`src/hw/mdio_ext_pkg.sv`:
```
package mdio_ext_pkg;

   // ------------------------------------------------------------------
   // Frame layout
   // ------------------------------------------------------------------
   localparam logic [5:0] PRE_ONES     = 6'h20;
   localparam logic [1:0] OP_READ      = 2'h2;
   localparam logic [1:0] OP_WRITE     = 2'h1;
   localparam logic [4:0] OP_LAST      = 5'h01;
   localparam logic [4:0] FIELD_LAST   = 5'h04;
   localparam logic [4:0] DATA_LAST    = 5'h0F;
   localparam int         PHY_EXT_BIT  = 4;
   localparam int         HALF_BIT     = 0;
   localparam int         HALF_W       = 16;
   localparam int         WORD_W       = 32;
   localparam int         DADDR_W      = 8;

   // ------------------------------------------------------------------
   // Mode strap and synchroniser settling
   // ------------------------------------------------------------------
   localparam logic [1:0] MODE_EXT     = 2'h1;
   localparam logic [1:0] STRAP_TAKE   = 2'h2;
   localparam logic [1:0] STRAP_DONE   = 2'h3;

   // ------------------------------------------------------------------
   // Internal register space carriers
   // ------------------------------------------------------------------
   typedef struct packed {
      logic               strobe;
      logic [DADDR_W-1:0] addr;
   } addr_evt_s;

   typedef struct packed {
      logic               hit;
      logic               half_only;
      logic [WORD_W-1:0]  data;
   } rd_rsp_s;

   typedef struct packed {
      logic               strobe;
      logic [DADDR_W-1:0] addr;
      logic [WORD_W-1:0]  data;
   } wr_req_s;

   typedef enum logic [1:0] {
      RD_FIRST,
      RD_SECOND,
      RD_INVALID
   } rd_kind_e;

endpackage

```
`src/hw/sync_cell.sv`:
```
`timescale 1ns/10ps
`default_nettype none

module sync_cell #(
   parameter int WIDTH = 1
) (
   input  wire logic             clk,
   input  wire logic             rst_n,
   input  wire logic [WIDTH-1:0] async_in,
   output var  logic [WIDTH-1:0] sync_out
);

   logic [WIDTH-1:0] meta_q;

   // The first stage feeds only the second stage.
   always_ff @(posedge clk or negedge rst_n) begin
      if (!rst_n) begin
         meta_q   <= '0;
         sync_out <= '0;
      end else begin
         meta_q   <= async_in;
         sync_out <= meta_q;
      end
   end

endmodule

`default_nettype wire

```
`src/hw/rise_detect.sv`:
```
`timescale 1ns/10ps
`default_nettype none

module rise_detect (
   input  wire logic clk,
   input  wire logic rst_n,
   input  wire logic level,
   output wire logic rise
);

   logic last_q;

   always_ff @(posedge clk or negedge rst_n) begin
      if (!rst_n) begin
         last_q <= 1'b0;
      end else begin
         last_q <= level;
      end
   end

   assign rise = level & ~last_q;

endmodule

`default_nettype wire

```
`src/hw/extended_mdio_register_slave.sv`:
```
// Functional notes
// RL1: Claim only frames with PHY address 16..31.
// RL2: Enable only when mode strap reads 01.
// RL3: PHY bits 3:0 and register field form address; code uses register bits 4:1 only, bit 0 picks the half.
// RL4: Register bit 0 picks upper or lower half.
// RL5: Two opposite halves form one 32-bit access.
// RL6: Host sends both halves back to back.
// RL7: Sample and launch MDIO on MDC rising edge.
// RL8: MDIO released except while returning read data.
// RL9: Host sends preamble, start, opcode, addresses.
// RL10: Read: Z, drive low, 16 bits, release.
// RL11: Host drives write turnaround then 16 bits.
// RL12: Same-half second read resets pairing, no error.
// RL13: 16-bit readable registers complete with one read.
// RL14: Capture register value at start of read.
// RL15: Read side effects only after completed pair.
// RL16: Snapshot full word at first read, hold.
// RL17: Unused addresses read back as zeros.
// RL18: Host polls test register after reset.
// RL19: Reset between halves starts a fresh pair.
// RL20: MDIO released throughout a write frame.
// RL21: Same-half second write is discarded.
// RL22: Host never writes unused addresses.
// RL23: Frames with PHY bit 4 clear ignored.
`timescale 1ns/10ps
`default_nettype none

module extended_mdio_register_slave (
   input  wire logic                     clk,
   input  wire logic                     rst_n,
   input  wire logic                     mdc,
   input  wire logic                     mdio_i,
   output var  logic                     mdio_o,
   output var  logic                     mdio_oe,
   input  wire logic [1:0]               mode_strap,
   output var  mdio_ext_pkg::addr_evt_s  rd_req,
   input  wire mdio_ext_pkg::rd_rsp_s    rd_rsp,
   output var  mdio_ext_pkg::addr_evt_s  rd_commit,
   output var  mdio_ext_pkg::wr_req_s    wr_req
);
   import mdio_ext_pkg::*;

   // ------------------------------------------------------------------
   // Pin synchronisers and MDC edge
   // ------------------------------------------------------------------
   typedef enum logic [3:0] {
      ST_PRE,
      ST_START,
      ST_OP,
      ST_PHY,
      ST_REG,
      ST_TA_Z,
      ST_TA_DRV,
      ST_RD,
      ST_RD_END,
      ST_TA_WR1,
      ST_TA_WR2,
      ST_WR
   } frame_e;

   logic [1:0]         pins_s;
   logic [1:0]         strap_s;
   logic               mdc_s;
   logic               mdio_s;
   logic               mdc_rise;

   sync_cell #(.WIDTH(2)) u_pin_sync (
      .clk      (clk),
      .rst_n    (rst_n),
      .async_in ({mdc, mdio_i}),
      .sync_out (pins_s)
   );

   sync_cell #(.WIDTH(2)) u_strap_sync (
      .clk      (clk),
      .rst_n    (rst_n),
      .async_in (mode_strap),
      .sync_out (strap_s)
   );

   assign mdc_s  = pins_s[1];
   assign mdio_s = pins_s[0];

   rise_detect u_mdc_rise (
      .clk   (clk),
      .rst_n (rst_n),
      .level (mdc_s),
      .rise  (mdc_rise)
   );

   // ------------------------------------------------------------------
   // Mode strap capture
   // ------------------------------------------------------------------
   // The strap is taken once, a few cycles after reset release, so that
   // the synchroniser has filled with the real pin level.
   logic [1:0] settle_q;
   logic       ext_en_q;

   always_ff @(posedge clk or negedge rst_n) begin
      if (!rst_n) begin
         settle_q <= 2'h0;
         ext_en_q <= 1'b0;
      end else if (settle_q != STRAP_DONE) begin
         settle_q <= settle_q + 2'h1;
         if (settle_q == STRAP_TAKE) begin
            ext_en_q <= (strap_s == MODE_EXT); // [RL2]
         end
      end
   end

   // ------------------------------------------------------------------
   // Frame receiver and MDIO driver
   // ------------------------------------------------------------------
   frame_e             state_q;
   logic [5:0]         ones_q;
   logic [4:0]         cnt_q;
   logic [1:0]         op_q;
   logic [4:0]         phy_q;
   logic [4:0]         reg_q;
   logic [HALF_W-1:0]  sh_q;
   logic [4:0]         reg_nx;
   logic               claim;
   logic               rd_start_q;
   logic               rd_done_q;
   logic               wr_done_q;
   logic [DADDR_W-1:0] fr_addr_q;
   logic               fr_half_q;
   logic [WORD_W-1:0]  snap_q;

   assign reg_nx = {reg_q[3:0], mdio_s};
   assign claim  = ext_en_q & phy_q[PHY_EXT_BIT]; // [RL1] [RL2] [RL23]

   always_ff @(posedge clk or negedge rst_n) begin
      if (!rst_n) begin
         state_q <= ST_PRE;
         ones_q  <= 6'h00;
         cnt_q   <= 5'h00;
         op_q    <= 2'h0;
         phy_q   <= 5'h00;
         reg_q   <= 5'h00;
         sh_q    <= '0;
         mdio_o  <= 1'b0;
         mdio_oe <= 1'b0;
      end else if (mdc_rise) begin // [RL7]
         case (state_q)
            ST_PRE: begin
               if (mdio_s) begin
                  ones_q <= (ones_q == PRE_ONES) ? ones_q : ones_q + 6'h01;
               end else begin
                  ones_q <= 6'h00;
                  if (ones_q == PRE_ONES) begin
                     state_q <= ST_START;
                  end
               end
            end
            ST_START: begin
               cnt_q   <= 5'h00;
               state_q <= mdio_s ? ST_OP : ST_PRE;
            end
            ST_OP: begin
               op_q  <= {op_q[0], mdio_s};
               cnt_q <= cnt_q + 5'h01;
               if (cnt_q == OP_LAST) begin
                  cnt_q   <= 5'h00;
                  state_q <= ST_PHY;
               end
            end
            ST_PHY: begin
               phy_q <= {phy_q[3:0], mdio_s};
               cnt_q <= cnt_q + 5'h01;
               if (cnt_q == FIELD_LAST) begin
                  cnt_q   <= 5'h00;
                  state_q <= ST_REG;
               end
            end
            ST_REG: begin
               reg_q <= reg_nx;
               cnt_q <= cnt_q + 5'h01;
               if (cnt_q == FIELD_LAST) begin
                  cnt_q <= 5'h00;
                  if (claim && op_q == OP_READ) begin
                     state_q <= ST_TA_Z;
                  end else if (claim && op_q == OP_WRITE) begin
                     state_q <= ST_TA_WR1;
                  end else begin
                     state_q <= ST_PRE; // [RL23]
                  end
               end
            end
            ST_TA_Z: begin
               state_q <= ST_TA_DRV; // [RL10]
            end
            ST_TA_DRV: begin
               mdio_oe <= 1'b1; // [RL10]
               mdio_o  <= 1'b0;
               sh_q    <= fr_half_q ? snap_q[WORD_W-1:HALF_W] : snap_q[HALF_W-1:0]; // [RL4]
               cnt_q   <= 5'h00;
               state_q <= ST_RD;
            end
            ST_RD: begin
               mdio_o <= sh_q[HALF_W-1];
               sh_q   <= {sh_q[HALF_W-2:0], 1'b0};
               cnt_q  <= cnt_q + 5'h01;
               if (cnt_q == DATA_LAST) begin
                  state_q <= ST_RD_END;
               end
            end
            ST_RD_END: begin
               mdio_oe <= 1'b0; // [RL8] [RL10]
               mdio_o  <= 1'b0;
               ones_q  <= 6'h00;
               state_q <= ST_PRE;
            end
            ST_TA_WR1: begin
               state_q <= ST_TA_WR2; // [RL20]
            end
            ST_TA_WR2: begin
               cnt_q   <= 5'h00;
               state_q <= ST_WR;
            end
            ST_WR: begin
               sh_q  <= {sh_q[HALF_W-2:0], mdio_s};
               cnt_q <= cnt_q + 5'h01;
               if (cnt_q == DATA_LAST) begin
                  ones_q  <= 6'h00;
                  state_q <= ST_PRE;
               end
            end
            default: begin
               mdio_oe <= 1'b0;
               state_q <= ST_PRE;
            end
         endcase
      end
   end

   // ------------------------------------------------------------------
   // Frame events
   // ------------------------------------------------------------------
   // One-cycle pulses that hand each finished frame phase to the pairing
   // logic; the frame address stays put until the next claimed frame.
   always_ff @(posedge clk or negedge rst_n) begin
      if (!rst_n) begin
         rd_start_q <= 1'b0;
         rd_done_q  <= 1'b0;
         wr_done_q  <= 1'b0;
         fr_addr_q  <= '0;
         fr_half_q  <= 1'b0;
      end else begin
         rd_start_q <= 1'b0;
         rd_done_q  <= 1'b0;
         wr_done_q  <= 1'b0;
         if (mdc_rise && state_q == ST_REG && cnt_q == FIELD_LAST && claim) begin
            fr_addr_q  <= {phy_q[3:0], reg_nx[4:1]}; // [RL3]
            fr_half_q  <= reg_nx[HALF_BIT]; // [RL4]
            rd_start_q <= (op_q == OP_READ);
         end
         if (mdc_rise && state_q == ST_RD_END) begin
            rd_done_q <= 1'b1;
         end
         if (mdc_rise && state_q == ST_WR && cnt_q == DATA_LAST) begin
            wr_done_q <= 1'b1;
         end
      end
   end

   // ------------------------------------------------------------------
   // Read pairing and snapshot
   // ------------------------------------------------------------------
   logic               rd_pend_q;
   logic [DADDR_W-1:0] rd_pend_addr_q;
   logic               rd_pend_half_q;
   logic               rd_wait_q;
   logic               snap16_q;
   rd_kind_e           rd_kind_q;
   logic               rd_match;

   assign rd_match = rd_pend_q && (fr_addr_q == rd_pend_addr_q);

   // The whole word is captured on the first half and served from the
   // snapshot on the second, so a counter cannot tear between halves.
   // Pairing state lives only in this domain's reset, so a pair cut by
   // reset is never waited for.
   always_ff @(posedge clk or negedge rst_n) begin
      if (!rst_n) begin
         rd_pend_q      <= 1'b0; // [RL19]
         rd_pend_addr_q <= '0;
         rd_pend_half_q <= 1'b0;
         rd_wait_q      <= 1'b0;
         snap_q         <= '0;
         snap16_q       <= 1'b0;
         rd_kind_q      <= RD_FIRST;
         rd_req         <= '0;
         rd_commit      <= '0;
      end else begin
         rd_req.strobe    <= 1'b0;
         rd_commit.strobe <= 1'b0;
         rd_wait_q        <= rd_req.strobe;
         if (rd_wait_q) begin
            snap_q   <= rd_rsp.hit ? rd_rsp.data : '0; // [RL14] [RL16] [RL17]
            snap16_q <= rd_rsp.half_only;
         end
         if (rd_start_q) begin
            if (rd_match && fr_half_q != rd_pend_half_q) begin
               rd_kind_q <= RD_SECOND; // [RL5] [RL16]
            end else begin
               rd_req.strobe <= 1'b1; // [RL14]
               rd_req.addr   <= fr_addr_q;
               rd_pend_q     <= 1'b0;
               rd_kind_q     <= (rd_match ? RD_INVALID : RD_FIRST); // [RL12]
            end
         end
         if (rd_done_q) begin
            case (rd_kind_q)
               RD_SECOND: begin
                  rd_commit.strobe <= 1'b1; // [RL15]
                  rd_commit.addr   <= fr_addr_q;
                  rd_pend_q        <= 1'b0;
               end
               RD_FIRST: begin
                  if (snap16_q) begin
                     rd_commit.strobe <= 1'b1; // [RL13]
                     rd_commit.addr   <= fr_addr_q;
                  end else begin
                     rd_pend_q      <= 1'b1; // [RL15]
                     rd_pend_addr_q <= fr_addr_q;
                     rd_pend_half_q <= fr_half_q;
                  end
               end
               default: begin
                  rd_pend_q <= 1'b0; // [RL12]
               end
            endcase
         end
         if (wr_done_q) begin
            rd_pend_q <= 1'b0;
         end
      end
   end

   // ------------------------------------------------------------------
   // Write pairing
   // ------------------------------------------------------------------
   logic               wr_pend_q;
   logic [DADDR_W-1:0] wr_pend_addr_q;
   logic               wr_pend_half_q;
   logic [HALF_W-1:0]  wr_hold_q;
   logic               wr_match;

   assign wr_match = wr_pend_q && (fr_addr_q == wr_pend_addr_q);

   // A half without its partner never reaches the register space.
   always_ff @(posedge clk or negedge rst_n) begin
      if (!rst_n) begin
         wr_pend_q      <= 1'b0;
         wr_pend_addr_q <= '0;
         wr_pend_half_q <= 1'b0;
         wr_hold_q      <= '0;
         wr_req         <= '0;
      end else begin
         wr_req.strobe <= 1'b0;
         if (wr_done_q) begin
            if (wr_match && fr_half_q != wr_pend_half_q) begin
               wr_req.strobe <= 1'b1; // [RL5]
               wr_req.addr   <= fr_addr_q;
               wr_req.data   <= fr_half_q ? {sh_q, wr_hold_q} : {wr_hold_q, sh_q}; // [RL4]
               wr_pend_q     <= 1'b0;
            end else if (wr_match) begin
               wr_pend_q <= 1'b0; // [RL21]
            end else begin
               wr_pend_q      <= 1'b1;
               wr_pend_addr_q <= fr_addr_q;
               wr_pend_half_q <= fr_half_q;
               wr_hold_q      <= sh_q;
            end
         end
         if (rd_start_q) begin
            wr_pend_q <= 1'b0;
         end
      end
   end

endmodule

`default_nettype wire

```
`config.mk`:
```
export PLATFORM = sky130hd
export DESIGN_NAME = extended_mdio_register_slave
export DESIGN_NICKNAME = d
export VERILOG_FILES = /design/src/hw/mdio_ext_pkg.sv /design/src/hw/sync_cell.sv /design/src/hw/rise_detect.sv /design/src/hw/extended_mdio_register_slave.sv
export SDC_FILE = /design/constraint.sdc
export NUM_CORES = 1
export LEC_CHECK = 0
export BUFFER_PORTS_ARGS = -buffer_cell sky130_fd_sc_hd__clkbuf_2
export CORE_UTILIZATION = 45
export DETAILED_ROUTE_END_ITERATION = 10
export SETUP_SLACK_MARGIN = 0.4
export SLEW_MARGIN = 20
export SYNTH_ARGS = -nofsm -noshare
export SYNTH_HDL_FRONTEND = slang
export SYNTH_SLANG_ARGS = --single-unit
export TNS_END_PERCENT = 20
```
`constraint.sdc`:
```
create_clock -name clk -period 2.5 [get_ports clk]
set_input_delay 0.5 -clock clk [delete_from_list [all_inputs] [get_ports clk]]
set_output_delay 0.5 -clock clk [all_outputs]
set_load 0.1 [all_outputs]
```
==> reports/qor.txt <==
Run status: finished clean
RePlAce Congestion: 0.826
Cell Count, Final, Fillers Out: 1158
CTS tree: done
Slew margin rel.: 59.6%
Slew @ Worst Pin: 605 ps
GR Util All Layers: 20.0%
Avg Inst Size Synth: 11.6 µm²
Core footprint: 19500 µm²
Asr flop ratio synth: 100%
DR DRC count: 0
Clk slew on worst S/H paths: 70 ps
Cell Area, Synth: 8980 µm²
Post-synth EDFFs: 0
Hold Slack: 25.7 ps
Root buffer cell: clkbuf_16
CTS Buffer Depth: 2
Maximum clock rate: 476 MHz
Via count: 5940
CP arrival: 2460 ps
IO Port Bufs: 100
Gr ovfl total: 0
First-pass GRT wire length: 31.3 mm
Max-cap viol count: 0
Yosys Warn Count: 0
Boundary pin count: 101
Max Slew Vio Count: 0
CTS Buf Count: 17
Crit end category: register
Clock Skew: 9.27 ps
H-tree levels: 4
CP startpoint kind: register
Post-synth cell types: 56
Setup TNS Final: 0 ps
Pwr Density: 582 nW/µm²
Syn nets: 820
Top FF cell, synth: dfrtp_1
Area growth from synthesis to layout: 19.1%
Required time of the critical path: 2860 ps
Worst VDD drop: 0.000498 V
Yosys top cell area share: 55.5%
Ant diodes: 0
Die Ht: 143 µm
Sequential share of the synthesized area: 55.5%
Number of global-route vias before repair: 5987
Wire length per cell: 16.7 µm
Fin nets: 929
Die area: 20500 µm²
Final wirelength: 19.4 mm
#FFs+latches synth: 199
Static Leakage: 0.00528 µW
Clk_lat worst skew: 430 ps
Initial antenna violation count: 0
Ranking of synthesized cells by area: dfrtp_1, mux2_2, o21ai_0
Worst-path fanout max: 5
FILL cells: 1694
Register area: 4990 µm²
Hold Path Class: input port to async pin
Starting Density: 46.0%
Fin crit share: 84.1%
Initial DRC count: 446
Final Hold Fails: 0
Mapped Cells: 772
Row cnt: 51
Critical path class: register to register
DRT antenna net count: 0
Final setup vio count: 0
Final design utilization: 54.8%
Post-detail-place hpwl: 13.0 mm
Leading area contributor after synthesis: dfrtp_1
Min Tclk post-route: 2100 ps
Die Span X: 143 µm
Reg2reg path depth: 7
Footprint of the multi-input gates: 3760 µm²
RSZ-0062 raised after global routing: true
Sinks on the clock net: 199
Largest net degree at the start of global routing: 66
Average via count per standard cell: 5.13
Drt pass-1 iters: 4
Ratio of cells with drive above 1 in the final layout: 38.3%
Placed Instances: 1113
==> flip-flops by register name, summed over array words and instances, names as in the netlist, 4 cells and up <==
name	count
fr_addr_q	8
rd_pend_addr_q	8
phy_q	5
rd_req	9
state_q	4
wr_hold_q	16
sh_q	16
ones_q	6
reg_q	4
snap_q	32
wr_req	41
cnt_q	5
rd_commit	9
wr_pend_addr_q	8
==> through the flow <==
stage / power [µW] / area (µm²) / worst slack (ps)
floorplan: 3340 / 9010 / 367
global placement: 3460 / 9860 / 257
detailed placement: 3470 / 9860 / 172
CTS: 6280 / 10600 / 346
global route: 6450 / 10700 / 308
finish: 6230 / 10700 / 399
==> cells in the final DEF (no fill, tap or decap), types with 3 or more instances in the layout <==
cell type,n
a31oi_1,3
nand2_1,43
mux2i_1,16
dfrtp_2,6
mux2_1,6
mux2_2,138
bufinv_16,3
nor2_1,26
buf_12,3
clkinv_2,3
nand2b_1,11
nand4_1,3
a21oi_1,29
o31ai_1,3
ha_1,6
xnor2_1,12
dfrtp_1,193
xor2_1,7
o21ai_2,3
inv_1,48
nand3b_1,3
or4_4,4
clkbuf_16,17
nor2b_1,5
o21ai_0,59
buf_4,33
and3_1,3
a22oi_1,4
a211oi_1,3
o22ai_1,3
nand3_1,38
clkbuf_2,99
clkbuf_8,3
nor3_1,6
==> final timing paths <==
path / to / startpoint / slack, ps
setup / recovery: ones_q[4] / cnt_q[0] / 400
min in group clk: u_pin_sync.meta_q[1] / mdc / 170
setup reg to reg: ones_q[4] / cnt_q[0] / 400
hold / removal: wr_req[4] / rst_n / 30
max in group asynchronous: state_q[3] / rst_n / 1720
hold reg to reg: u_pin_sync.sync_out[0] / u_pin_sync.meta_q[0] / 350
==> synth_stat cells, drive strengths merged (2+ instances only) <==
library cell  count
dfrtp           199
mux2            144
o21ai            65
inv              48
nand2            44
nand3            39
clkbuf           32
a21oi            29
nor2             27
buf              17
mux2i            16
xnor2            14
nand2b           11
ha                8
xor2              7
nor3              6
a211oi            5
nor2b             5
a22oi             4
and3              4
o31ai             4
or4               4
a31oi             3
nand3b            3
nand4             3
o22ai             3
or2               3
and2              2
and4bb            2
nor4              2
nor4bb            2
o211ai            2
o21a              2
or3               2
or3b              2
==> logic make-up after synthesis <==
group | count (synthesis) | synth area share [%]
fa+ha+maj | 8 | 1.12
simple gates | 164 | 9.32
compound gates | 123 | 7.90
xor+xnor | 21 | 2.05
flops | 199 | 55.5
mux | 160 | 19.8
buf+inv | 97 | 4.29
==> timing repair <==
action | 4_1_cts | 5_1_grt
pin swaps | 4 | 6
gates resized for setup | 9 | 22
cloned | 0 | 2
endpoints found under the hold margin | 0 | 0
hold buffers | 0 | 0
setup buffers | 8 | 4
endpoints found under the setup margin | 41 | 64
==> metal layers <==
metal	wire length (µm)	vias up	track usage, %
met2	8880	96	30.3
met5	0	-	0
met4	238	0	5.60
li1	-	2900	-
met3	585	18	4.12
met1	9650	2926	28.9
==> where the power goes <==
| group | total (µW) | internal, µW | switching (µW) |
|---|---|---|---|
| clock | 2820 | 1630 | 1190 |
| combinational | 158 | 51.8 | 106 |
| sequential | 3250 | 3230 | 16.3 |
==> layout make-up <==
| class | instances | share of cell area (%) |
|---|---|---|
| clock buffers | 20 | 4.27 |
| flip-flops and latches | 199 | 46.6 |
| multi-input cells | 477 | 35.1 |
| repair buffers | 138 | 7.79 |
| clock inverters | 11 | 1.37 |
| well taps | 265 | 3.10 |
| inverters | 48 | 1.69 |
==> critical path, stage by stage, from the launching register on <==
cell and delay (ps):
dfrtp_1 390, ha_2 200, and3_4 190, ha_4 130
a31oi_1 80, or4_4 530, or4_4 430, o211ai_2 70
(Power assumes the default switching activity.)
